File: src/bdc_pkg.sv
// package: constants for the buck enable and voltage scaling control block
// Functional notes
// converter enables in slot 1..15 or pin
// request pins map to any resource
// soft start begins after startup delay
// pa ramp bit 1 selects short timing
// new voltage by register write or select
// select pin acts only on mapped converters
// direct jump bit 1 jumps, else ramp
// one code step per step interval
// forced pwm while voltage is moving
// analog mode bypasses scaling, tracks input
// scaling runs only while converter enabled
// target changed while off ramps at enable
// paired converters high side half period apart
// undervoltage lockout disables every resource
// discharge active while resource disabled
// power good follows undervoltage comparator
// power good blanked when off or moving
// mapped pin overrides register enable bit
// select low primary, high alternate setting
// pins synchronized before use
package bdc_pkg;
  localparam int NUM_BUCK = 3;
  localparam int NUM_RES  = 5;
  localparam int VW       = 7;
  // register byte offsets
  localparam logic [7:0] ADDR_CTRL0   = 8'h00;
  localparam logic [7:0] ADDR_CTRL1   = 8'h04;
  localparam logic [7:0] ADDR_CTRL2   = 8'h08;
  localparam logic [7:0] ADDR_VOLT0   = 8'h0c;
  localparam logic [7:0] ADDR_VOLT1   = 8'h10;
  localparam logic [7:0] ADDR_VOLT2   = 8'h14;
  localparam logic [7:0] ADDR_ENABLE  = 8'h18;
  localparam logic [7:0] ADDR_STATUS  = 8'h1c;
  localparam logic [7:0] ADDR_CURRENT = 8'h20;
  // control register fields
  localparam int CTRL_SLOT_LSB   = 0;
  localparam int CTRL_SEL_MAP    = 4;
  localparam int CTRL_DIRECT     = 5;
  localparam int CTRL_STEP_LSB   = 6;
  localparam int CTRL_PSAVE      = 9;
  localparam int CTRL_RAMP_FAST  = 10;
  localparam int CTRL_ANALOG     = 11;
  localparam logic [31:0] CTRL_RESET = 32'h0000_0200;
  // volt register: primary [6:0], alternate [14:8]
  localparam int VOLT_ALT_LSB    = 8;
  localparam logic [31:0] VOLT_RESET = 32'h0000_4040;
  // enable register: en[4:0], map_a[12:8], map_b[20:16]
  localparam int EN_MAP_A_LSB    = 8;
  localparam int EN_MAP_B_LSB    = 16;
  // timing
  localparam int CLK_MHZ         = 100;
  localparam int SLOT_US         = 1;
  localparam int SLOT_CYC        = SLOT_US * CLK_MHZ;
  localparam int START_US        = 130;
  localparam int START_CYC       = START_US * CLK_MHZ;
  localparam int START_FAST_US   = 65;
  localparam int START_FAST_CYC  = START_FAST_US * CLK_MHZ;
  localparam int STEP_BASE_NS    = 500;
  localparam int STEP_BASE_CYC   = (STEP_BASE_NS * CLK_MHZ) / 1000;
  localparam int SW_PERIOD_CYC   = 44;
  localparam int SW_HALF_CYC     = SW_PERIOD_CYC / 2;
  localparam logic [1:0] RESP_OKAY   = 2'b00;
  localparam logic [1:0] RESP_SLVERR = 2'b10;
endpackage : bdc_pkg

File: src/bdc_sync.sv
// two flop synchronizer for pin inputs
module bdc_sync #(
  parameter int W = 1
) (
  input  wire logic         aclk,
  input  wire logic         aresetn,
  input  wire logic [W-1:0] d,
  output logic      [W-1:0] q
);
  logic [W-1:0] meta;
  always_ff @(posedge aclk) begin
    if (!aresetn) begin
      meta <= '0;
      q    <= '0;
    end else begin
      meta <= d;
      q    <= meta;
    end
  end
endmodule : bdc_sync

File: src/bdc_dvs.sv
// per converter voltage scaling and soft start sequencer
module bdc_dvs #(
  parameter int START_CYCLES = bdc_pkg::START_CYC,
  parameter int FAST_CYCLES  = bdc_pkg::START_FAST_CYC
) (
  input  wire logic                 aclk,
  input  wire logic                 aresetn,
  input  wire logic                 enable,
  input  wire logic                 fast_start,
  input  wire logic                 direct,
  input  wire logic [2:0]           step_sel,
  input  wire logic                 analog_mode,
  input  wire logic [bdc_pkg::VW-1:0] target,
  output logic      [bdc_pkg::VW-1:0] current,
  output logic                      soft_start,
  output logic                      running,
  output logic                      moving
);
  typedef enum logic [1:0] {BDC_OFF, BDC_DELAY, BDC_RUN} bdc_state_t;
  bdc_state_t state;
  logic [15:0] cnt;
  logic [15:0] step_cnt;
  logic [15:0] step_len;

  assign step_len = 16'(bdc_pkg::STEP_BASE_CYC << step_sel);

  always_ff @(posedge aclk) begin
    if (!aresetn || !enable) begin
      state      <= BDC_OFF;
      cnt        <= '0;
      soft_start <= 1'b0;
    end else begin
      case (state)
        BDC_OFF: begin
          state <= BDC_DELAY;
          cnt   <= fast_start ? 16'(FAST_CYCLES - 1) : 16'(START_CYCLES - 1);
        end
        BDC_DELAY: begin
          if (cnt == 16'h0000) begin
            state      <= BDC_RUN;
            soft_start <= 1'b1;
          end else begin
            cnt <= cnt - 16'h0001;
          end
        end
        BDC_RUN: soft_start <= 1'b0;
        default: state <= BDC_OFF;
      endcase
    end
  end

  assign running = (state == BDC_RUN);

  // current code keeps last value while off so a new target ramps on enable
  always_ff @(posedge aclk) begin
    if (!aresetn) begin
      current  <= target;
      step_cnt <= '0;
    end else if (state == BDC_RUN && !analog_mode) begin
      if (current == target) begin
        step_cnt <= '0;
      end else if (direct) begin
        current <= target;
      end else if (step_cnt >= step_len - 16'h0001) begin
        step_cnt <= '0;
        current  <= (current < target) ? current + 1'b1 : current - 1'b1;
      end else begin
        step_cnt <= step_cnt + 16'h0001;
      end
    end else begin
      step_cnt <= '0;
    end
  end

  assign moving = running && !analog_mode && (current != target);
endmodule : bdc_dvs

File: src/bdc_top.sv
// top: axi4-lite registers, enable sequencing, scaling and pin control
//
// The register addresses and the AXI4-Lite register port were left to the implementer.
module bdc_top #(
  parameter int START_CYCLES = bdc_pkg::START_CYC,
  parameter int FAST_CYCLES  = bdc_pkg::START_FAST_CYC,
  parameter int SLOT_CYCLES  = bdc_pkg::SLOT_CYC
) (
  input  wire logic                        aclk,
  input  wire logic                        aresetn,
  input  wire logic [7:0]                  s_axi_awaddr,
  input  wire logic                        s_axi_awvalid,
  output logic                             s_axi_awready,
  input  wire logic [31:0]                 s_axi_wdata,
  input  wire logic [3:0]                  s_axi_wstrb,
  input  wire logic                        s_axi_wvalid,
  output logic                             s_axi_wready,
  output logic      [1:0]                  s_axi_bresp,
  output logic                             s_axi_bvalid,
  input  wire logic                        s_axi_bready,
  input  wire logic [7:0]                  s_axi_araddr,
  input  wire logic                        s_axi_arvalid,
  output logic                             s_axi_arready,
  output logic      [31:0]                 s_axi_rdata,
  output logic      [1:0]                  s_axi_rresp,
  output logic                             s_axi_rvalid,
  input  wire logic                        s_axi_rready,
  input  wire logic                        resource_request_pin_a,
  input  wire logic                        resource_request_pin_b,
  input  wire logic                        voltage_select_pin,
  input  wire logic                        power_on,
  input  wire logic                        uvlo,
  input  wire logic [bdc_pkg::NUM_BUCK-1:0] uv_comp,
  output logic      [bdc_pkg::NUM_RES-1:0]  res_enable,
  output logic      [bdc_pkg::NUM_RES-1:0]  res_discharge,
  output logic      [bdc_pkg::NUM_BUCK-1:0] soft_start,
  output logic      [bdc_pkg::NUM_BUCK-1:0] force_pwm,
  output logic      [bdc_pkg::NUM_BUCK-1:0] power_good,
  output logic      [bdc_pkg::NUM_BUCK*bdc_pkg::VW-1:0] vout_code,
  output logic                             analog_track,
  output logic                             phase_clk_a,
  output logic                             phase_clk_b
);
  localparam int NB = bdc_pkg::NUM_BUCK;
  localparam int NR = bdc_pkg::NUM_RES;
  localparam int VW = bdc_pkg::VW;

  // ----------------------------------------------------------------
  // registers
  // ----------------------------------------------------------------
  logic [31:0] ctrl [NB];
  logic [31:0] volt [NB];
  logic [31:0] en_reg;
  logic [3:0]  slot_now;
  logic [15:0] slot_cnt;
  logic [2:0]  pins_q;
  logic        uvlo_q;
  logic        pon_q;
  logic [NB-1:0] uv_q;
  logic [NR-1:0] en_eff;
  logic [NB-1:0] buck_run;
  logic [NB-1:0] buck_moving;
  logic [NB-1:0] buck_ss;
  logic [NB*VW-1:0] cur_codes;

  bdc_sync #(.W(3)) u_pin_sync (
    .aclk    (aclk),
    .aresetn (aresetn),
    .d       ({voltage_select_pin, resource_request_pin_b, resource_request_pin_a}),
    .q       (pins_q)
  );

  bdc_sync #(.W(NB + 2)) u_ana_sync (
    .aclk    (aclk),
    .aresetn (aresetn),
    .d       ({uv_comp, uvlo, power_on}),
    .q       ({uv_q, uvlo_q, pon_q})
  );

  // ----------------------------------------------------------------
  // axi4-lite slave
  // ----------------------------------------------------------------
  logic        aw_hold;
  logic        w_hold;
  logic [7:0]  aw_addr;
  logic [31:0] w_data;
  logic [3:0]  w_strb;
  logic        do_write;
  logic        wr_hit;

  assign do_write = aw_hold && w_hold && !s_axi_bvalid;

  always_ff @(posedge aclk) begin
    if (!aresetn) begin
      aw_hold       <= 1'b0;
      s_axi_awready <= 1'b0;
      aw_addr       <= 8'h00;
    end else if (do_write) begin
      aw_hold       <= 1'b0;
    end else if (s_axi_awvalid && s_axi_awready) begin
      aw_hold       <= 1'b1;
      aw_addr       <= s_axi_awaddr;
      s_axi_awready <= 1'b0;
    end else begin
      s_axi_awready <= !aw_hold && !s_axi_bvalid;
    end
  end

  always_ff @(posedge aclk) begin
    if (!aresetn) begin
      w_hold       <= 1'b0;
      s_axi_wready <= 1'b0;
      w_data       <= 32'h0000_0000;
      w_strb       <= 4'h0;
    end else if (do_write) begin
      w_hold       <= 1'b0;
    end else if (s_axi_wvalid && s_axi_wready) begin
      w_hold       <= 1'b1;
      w_data       <= s_axi_wdata;
      w_strb       <= s_axi_wstrb;
      s_axi_wready <= 1'b0;
    end else begin
      s_axi_wready <= !w_hold && !s_axi_bvalid;
    end
  end

  always_comb begin
    wr_hit = 1'b0;
    case (aw_addr)
      bdc_pkg::ADDR_CTRL0, bdc_pkg::ADDR_CTRL1, bdc_pkg::ADDR_CTRL2,
      bdc_pkg::ADDR_VOLT0, bdc_pkg::ADDR_VOLT1, bdc_pkg::ADDR_VOLT2,
      bdc_pkg::ADDR_ENABLE: wr_hit = 1'b1;
      default: wr_hit = 1'b0;
    endcase
  end

  always_ff @(posedge aclk) begin
    if (!aresetn) begin
      s_axi_bvalid <= 1'b0;
      s_axi_bresp  <= bdc_pkg::RESP_OKAY;
    end else if (do_write) begin
      s_axi_bvalid <= 1'b1;
      s_axi_bresp  <= wr_hit ? bdc_pkg::RESP_OKAY : bdc_pkg::RESP_SLVERR;
    end else if (s_axi_bready) begin
      s_axi_bvalid <= 1'b0;
    end
  end

  function automatic logic [31:0] bdc_merge(input logic [31:0] old, input logic [31:0] nw,
                                            input logic [3:0] strb);
    logic [31:0] r;
    r = old;
    for (int b = 0; b < 4; b++) begin
      if (strb[b]) begin
        r[b*8 +: 8] = nw[b*8 +: 8];
      end
    end
    return r;
  endfunction : bdc_merge

  genvar gi;
  generate
    for (gi = 0; gi < NB; gi++) begin : g_reg
      always_ff @(posedge aclk) begin
        if (!aresetn) begin
          ctrl[gi] <= bdc_pkg::CTRL_RESET;
          volt[gi] <= bdc_pkg::VOLT_RESET;
        end else if (do_write) begin
          if (aw_addr == bdc_pkg::ADDR_CTRL0 + 8'(gi * 4)) begin
            ctrl[gi] <= bdc_merge(ctrl[gi], w_data, w_strb);
          end
          if (aw_addr == bdc_pkg::ADDR_VOLT0 + 8'(gi * 4)) begin
            volt[gi] <= bdc_merge(volt[gi], w_data, w_strb);
          end
        end
      end
    end
  endgenerate

  always_ff @(posedge aclk) begin
    if (!aresetn) begin
      en_reg <= 32'h0000_0000;
    end else if (do_write && aw_addr == bdc_pkg::ADDR_ENABLE) begin
      en_reg <= bdc_merge(en_reg, w_data, w_strb);
    end
  end

  logic [31:0] rd_val;
  logic        rd_hit;
  always_comb begin
    rd_hit = 1'b1;
    rd_val = 32'h0000_0000;
    case (s_axi_araddr)
      bdc_pkg::ADDR_CTRL0:   rd_val = ctrl[0];
      bdc_pkg::ADDR_CTRL1:   rd_val = ctrl[1];
      bdc_pkg::ADDR_CTRL2:   rd_val = ctrl[2];
      bdc_pkg::ADDR_VOLT0:   rd_val = volt[0];
      bdc_pkg::ADDR_VOLT1:   rd_val = volt[1];
      bdc_pkg::ADDR_VOLT2:   rd_val = volt[2];
      bdc_pkg::ADDR_ENABLE:  rd_val = en_reg;
      bdc_pkg::ADDR_STATUS:  rd_val = {16'h0000, 3'b000, res_enable, 1'b0, buck_moving,
                                       1'b0, power_good};
      bdc_pkg::ADDR_CURRENT: rd_val = 32'(cur_codes);
      default:               rd_hit = 1'b0;
    endcase
  end

  always_ff @(posedge aclk) begin
    if (!aresetn) begin
      s_axi_arready <= 1'b0;
      s_axi_rvalid  <= 1'b0;
      s_axi_rdata   <= 32'h0000_0000;
      s_axi_rresp   <= bdc_pkg::RESP_OKAY;
    end else if (s_axi_arvalid && s_axi_arready) begin
      s_axi_arready <= 1'b0;
      s_axi_rvalid  <= 1'b1;
      s_axi_rdata   <= rd_val;
      s_axi_rresp   <= rd_hit ? bdc_pkg::RESP_OKAY : bdc_pkg::RESP_SLVERR;
    end else if (s_axi_rvalid) begin
      if (s_axi_rready) begin
        s_axi_rvalid <= 1'b0;
      end
    end else begin
      s_axi_arready <= 1'b1;
    end
  end

  // ----------------------------------------------------------------
  // power-up time slots
  // ----------------------------------------------------------------
  always_ff @(posedge aclk) begin
    if (!aresetn || !pon_q || uvlo_q) begin
      slot_now <= 4'h0;
      slot_cnt <= 16'h0000;
    end else if (slot_now != 4'hf) begin
      if (slot_cnt == 16'(SLOT_CYCLES - 1)) begin
        slot_cnt <= 16'h0000;
        slot_now <= slot_now + 4'h1;
      end else begin
        slot_cnt <= slot_cnt + 16'h0001;
      end
    end
  end

  // ----------------------------------------------------------------
  // enable decision per resource
  // ----------------------------------------------------------------
  generate
    for (gi = 0; gi < NR; gi++) begin : g_en
      logic map_a;
      logic map_b;
      logic slot_on;
      logic base_en;
      assign map_a = en_reg[bdc_pkg::EN_MAP_A_LSB + gi];
      assign map_b = en_reg[bdc_pkg::EN_MAP_B_LSB + gi];
      if (gi < NB) begin : g_slot
        logic [3:0] sl;
        assign sl      = ctrl[gi][bdc_pkg::CTRL_SLOT_LSB +: 4];
        assign slot_on = (sl != 4'h0) && (slot_now >= sl);
      end else begin : g_noslot
        assign slot_on = 1'b0;
      end
      always_comb begin
        if (map_a || map_b) begin
          base_en = (map_a && pins_q[0]) || (map_b && pins_q[1]);
        end else begin
          base_en = en_reg[gi] || slot_on;
        end
      end
      assign en_eff[gi] = base_en && !uvlo_q;
    end
  endgenerate

  always_ff @(posedge aclk) begin
    if (!aresetn) begin
      res_enable    <= '0;
      res_discharge <= '1;
    end else begin
      res_enable    <= en_eff;
      res_discharge <= ~en_eff;
    end
  end

  // ----------------------------------------------------------------
  // voltage scaling per converter
  // ----------------------------------------------------------------
  generate
    for (gi = 0; gi < NB; gi++) begin : g_dvs
      logic [VW-1:0] tgt;
      logic          use_alt;
      logic          ana;
      assign use_alt = ctrl[gi][bdc_pkg::CTRL_SEL_MAP] && pins_q[2];
      assign tgt     = use_alt ? volt[gi][bdc_pkg::VOLT_ALT_LSB +: VW]
                               : volt[gi][VW-1:0];
      assign ana     = (gi == NB - 1) && ctrl[gi][bdc_pkg::CTRL_ANALOG];
      bdc_dvs #(
        .START_CYCLES (START_CYCLES),
        .FAST_CYCLES  (FAST_CYCLES)
      ) u_dvs (
        .aclk        (aclk),
        .aresetn     (aresetn),
        .enable      (en_eff[gi]),
        .fast_start  ((gi == NB - 1) && ctrl[gi][bdc_pkg::CTRL_RAMP_FAST]),
        .direct      (ctrl[gi][bdc_pkg::CTRL_DIRECT]),
        .step_sel    (ctrl[gi][bdc_pkg::CTRL_STEP_LSB +: 3]),
        .analog_mode (ana),
        .target      (tgt),
        .current     (cur_codes[gi*VW +: VW]),
        .soft_start  (buck_ss[gi]),
        .running     (buck_run[gi]),
        .moving      (buck_moving[gi])
      );
      always_ff @(posedge aclk) begin
        if (!aresetn) begin
          force_pwm[gi]  <= 1'b0;
          power_good[gi] <= 1'b0;
        end else begin
          force_pwm[gi]  <= buck_moving[gi] || !ctrl[gi][bdc_pkg::CTRL_PSAVE] || ana;
          power_good[gi] <= buck_run[gi] && !buck_moving[gi] && !uv_q[gi];
        end
      end
    end
  endgenerate

  always_ff @(posedge aclk) begin
    if (!aresetn) begin
      soft_start   <= '0;
      vout_code    <= '0;
      analog_track <= 1'b0;
    end else begin
      soft_start   <= buck_ss;
      vout_code    <= cur_codes;
      analog_track <= ctrl[NB-1][bdc_pkg::CTRL_ANALOG] && buck_run[NB-1];
    end
  end

  // ----------------------------------------------------------------
  // switching phase clocks, b trails a by half a period
  // ----------------------------------------------------------------
  logic [7:0] ph_cnt;
  always_ff @(posedge aclk) begin
    if (!aresetn) begin
      ph_cnt      <= 8'h00;
      phase_clk_a <= 1'b0;
      phase_clk_b <= 1'b0;
    end else begin
      ph_cnt      <= (ph_cnt == 8'(bdc_pkg::SW_PERIOD_CYC - 1)) ? 8'h00 : ph_cnt + 8'h01;
      phase_clk_a <= (ph_cnt == 8'h00) && res_enable[0];
      phase_clk_b <= (ph_cnt == 8'(bdc_pkg::SW_HALF_CYC)) && res_enable[1];
    end
  end
endmodule : bdc_top

File: config.mk
export PLATFORM = sky130hd
export DESIGN_NAME = bdc_top
export DESIGN_NICKNAME = d
export VERILOG_FILES = /design/src/bdc_pkg.sv /design/src/bdc_sync.sv /design/src/bdc_dvs.sv /design/src/bdc_top.sv
export SDC_FILE = /design/constraint.sdc
export NUM_CORES = 1
export LEC_CHECK = 0
export ABC_CLOCK_PERIOD_IN_PS = 9860
export BUFFER_PORTS_ARGS = -buffer_cell sky130_fd_sc_hd__buf_2
export CORE_MARGIN = 4
export CORE_UTILIZATION = 65
export CTS_CLUSTER_DIAMETER = 60
export CTS_CLUSTER_SIZE = 24
export DETAILED_ROUTE_END_ITERATION = 8
export HOLD_SLACK_MARGIN = 0.15
export PLACE_DENSITY = 0.84
export SLEW_MARGIN = 5
export SYNTH_ARGS = -nofsm -noshare
export SYNTH_HDL_FRONTEND = slang
export SYNTH_SLANG_ARGS = --single-unit
File: constraint.sdc
create_clock -name aclk -period 9.86 [get_ports aclk]
set_input_delay 1.479 -clock aclk [delete_from_list [all_inputs] [get_ports aclk]]
set_output_delay 1.479 -clock aclk [all_outputs]
set_load 0.01 [all_outputs]
==> metrics.cfg <==
[clock_network]
clockBufferDepth=3
clock_latency_ns=0.60
htreeDepth=2
cts_inserted_buffers=36
ctsHoldBuffers=0
path_clk_slew_ns=0.08
cts_tree=yes
root_buffer=clkbuf_16
cts.repair.resized=0
post_cts_buffers=0
numClockSinks=522

[sta]
setup_violations=0
post-route-period-util=0.473
clock-skew-final_ns=0.0328
setup_tns_ns=0
final_max_slew_viol_count=0
fmax_ghz=0.214
relSlewSlack=0.122
worst_slew_pin_slew_ns=1.31
whs_ns=0.417
rsz0062_at_grt=false
hold_violations=0
period_needed_ns=4.67

[die]
row_count=71
coreArea_sq_um=38000
ios=151
initial_core_util=0.665
die_x_um=205
dieHeight_um=205
die_area_sq_um=42100

[critical_path]
critPathKind=in2reg
worstSetupEndpointType=flip-flop
ff2ff_path_depth=12
worst-r2r-setup-slack_ns=5.40
worstPathArrival_ns=5.12
rr_startpoint=ctrl[0][7]
required_ns=10.31
cp_max_fo=54
cp-start-kind=input pin
r2r_end=g_dvs[0].u_dvs.current[1]

[place]
place_area_sq_um=26400
io_buffer_count=148
hpwlAfterDp_mm=51.1
gp_congestion=0.996

[route]
first_pass_iters=6
vias_per_cell=6.45
totalWireLength_mm=73.0
drc_errors=0
vias=20600
ant_nets=0
drtIter0Drc=2644
wl_per_cell_um=22.9

[yosys]
synth_edf_count=213
async_flop_share=0
netlist_area_sq_um=25300
synth_flop_cell=dfxtp_1
synth_largest_area_cell=edfxtp_1
ys_seq_elements=522
ys_seq_area_frac=0.498
synthCells=2566
yosys.area.top_type_share=0.253
yosysWarnings=0
yosysUniqueCellTypes=79
synthTopCellsByArea=edfxtp_1, dfxtp_1, ha_1
post_synth.cell_area_avg_sq_um=9.85

[min_path]
whs_endpoint=power_good[2]
whs_path_depth=1
min_from=u_ana_sync.q[4]
worstHoldPathType=reg2reg

[finish]
area_delta_synth_final_pct=9.43
final_common_cell=dfxtp_1
fillers=2751
finalInstanceArea_sq_um=27700
nets=2838
top_regs=ctrl (96), volt (96)
drive_gt1_frac=0.104
final_cell_mix=dfxtp_1, nand2_1, and2_1

[global_routing]
global_route.usage.total=0.340
grt-ovfl-total=0
grt_max_degree=55
grt_pass1_vias=19600
grt_pass1_wl_mm=111
antenna_found_initial=4

[pwr]
total_power_w=0.00457
p_per_area_nw_per_um2=165
leakage_nw=10.9
ir_drop_mv=0.130

[run]
cap_violations=0

[run_status]
outcome=finished, final reports clean

==> through the flow <==
stage | std cells | utilization | setup WS [ns]
after detailed placement | 3121 | 0.694 | 4.75
after global routing | 3189 | 0.728 | 4.94
after CTS | 3187 | 0.727 | 5.35
after global placement | 3121 | 0.694 | 4.89
final | 3190 | 0.728 | 5.19
after floorplan | 2575 | - | 6.20
==> Yosys cell counts (all sizes together) (58+ instances only) <==
| cell type | count |
|---|---|
| dfxtp | 309 |
| nand2 | 281 |
| and2 | 228 |
| edfxtp | 213 |
| nor2 | 210 |
| a21oi | 173 |
| ha | 119 |
| clkbuf | 97 |
| nand3 | 94 |
| mux2i | 83 |
| o21ai | 69 |
| xnor2 | 61 |
| xor2 | 58 |
==> critical path, cell delays in order <==
cell and delay (ns):
buf_2 0.55, clkinv_2 0.93, nor2_1 0.67, nand3_1 0.84, a221oi_1 0.55
==> worst max-delay path by stage <==
stage	startpoint	end
6_report	aresetn	g_dvs[0].u_dvs.cnt[0]
3_5_place_dp	aresetn	g_dvs[0].u_dvs.cnt[1]
5_1_grt	ctrl[0][7]	g_dvs[0].u_dvs.current[0]
4_1_cts	aresetn	g_dvs[0].u_dvs.cnt[1]
2_1_floorplan	ctrl[1][7]	g_dvs[1].u_dvs.current[0]
3_3_place_gp	aresetn	g_dvs[0].u_dvs.cnt[0]
==> cells by family after synthesis <==
family                     Yosys count  synth area share
xor gates and xnor gates           119            0.0412
AOI/OAI and AO/OA                  469             0.121
buffers and inverters              191            0.0304
adders and majority gates          122            0.0613
other                                2          0.000297
and+or+nand+nor                   1045             0.210
muxes                               96            0.0387
DFF                                522             0.498
==> layout make-up <==
type	count	area (sq um)	share of cell area
sequential	522	12600	0.455
multi-input combinational	1862	12000	0.435
clock buffer	42	997	0.0360
timing repair buffer	170	910	0.0329
tap	511	639	0.0231
clock inverter	24	282	0.0102
inverter	57	215	0.00778
antenna	2	5.00	0.000181
==> power breakdown <==
part / switching, W / internal (W)
Sequential: 0.0000853 / 0.00232
Combinational: 0.000314 / 0.000212
Clock: 0.000841 / 0.000801
==> per-layer routing <==
layer / part of all wire / track usage / vias up
met5: 0.00044 / 0 / -
met3: 0.10 / 0.0511 / 254
met4: 0.049 / 0.146 / 6
met1: 0.38 / 0.453 / 9804
li1: - / - / 9257
met2: 0.47 / 0.559 / 1255
No activity file was read; power rests on OpenSTA's default activity.
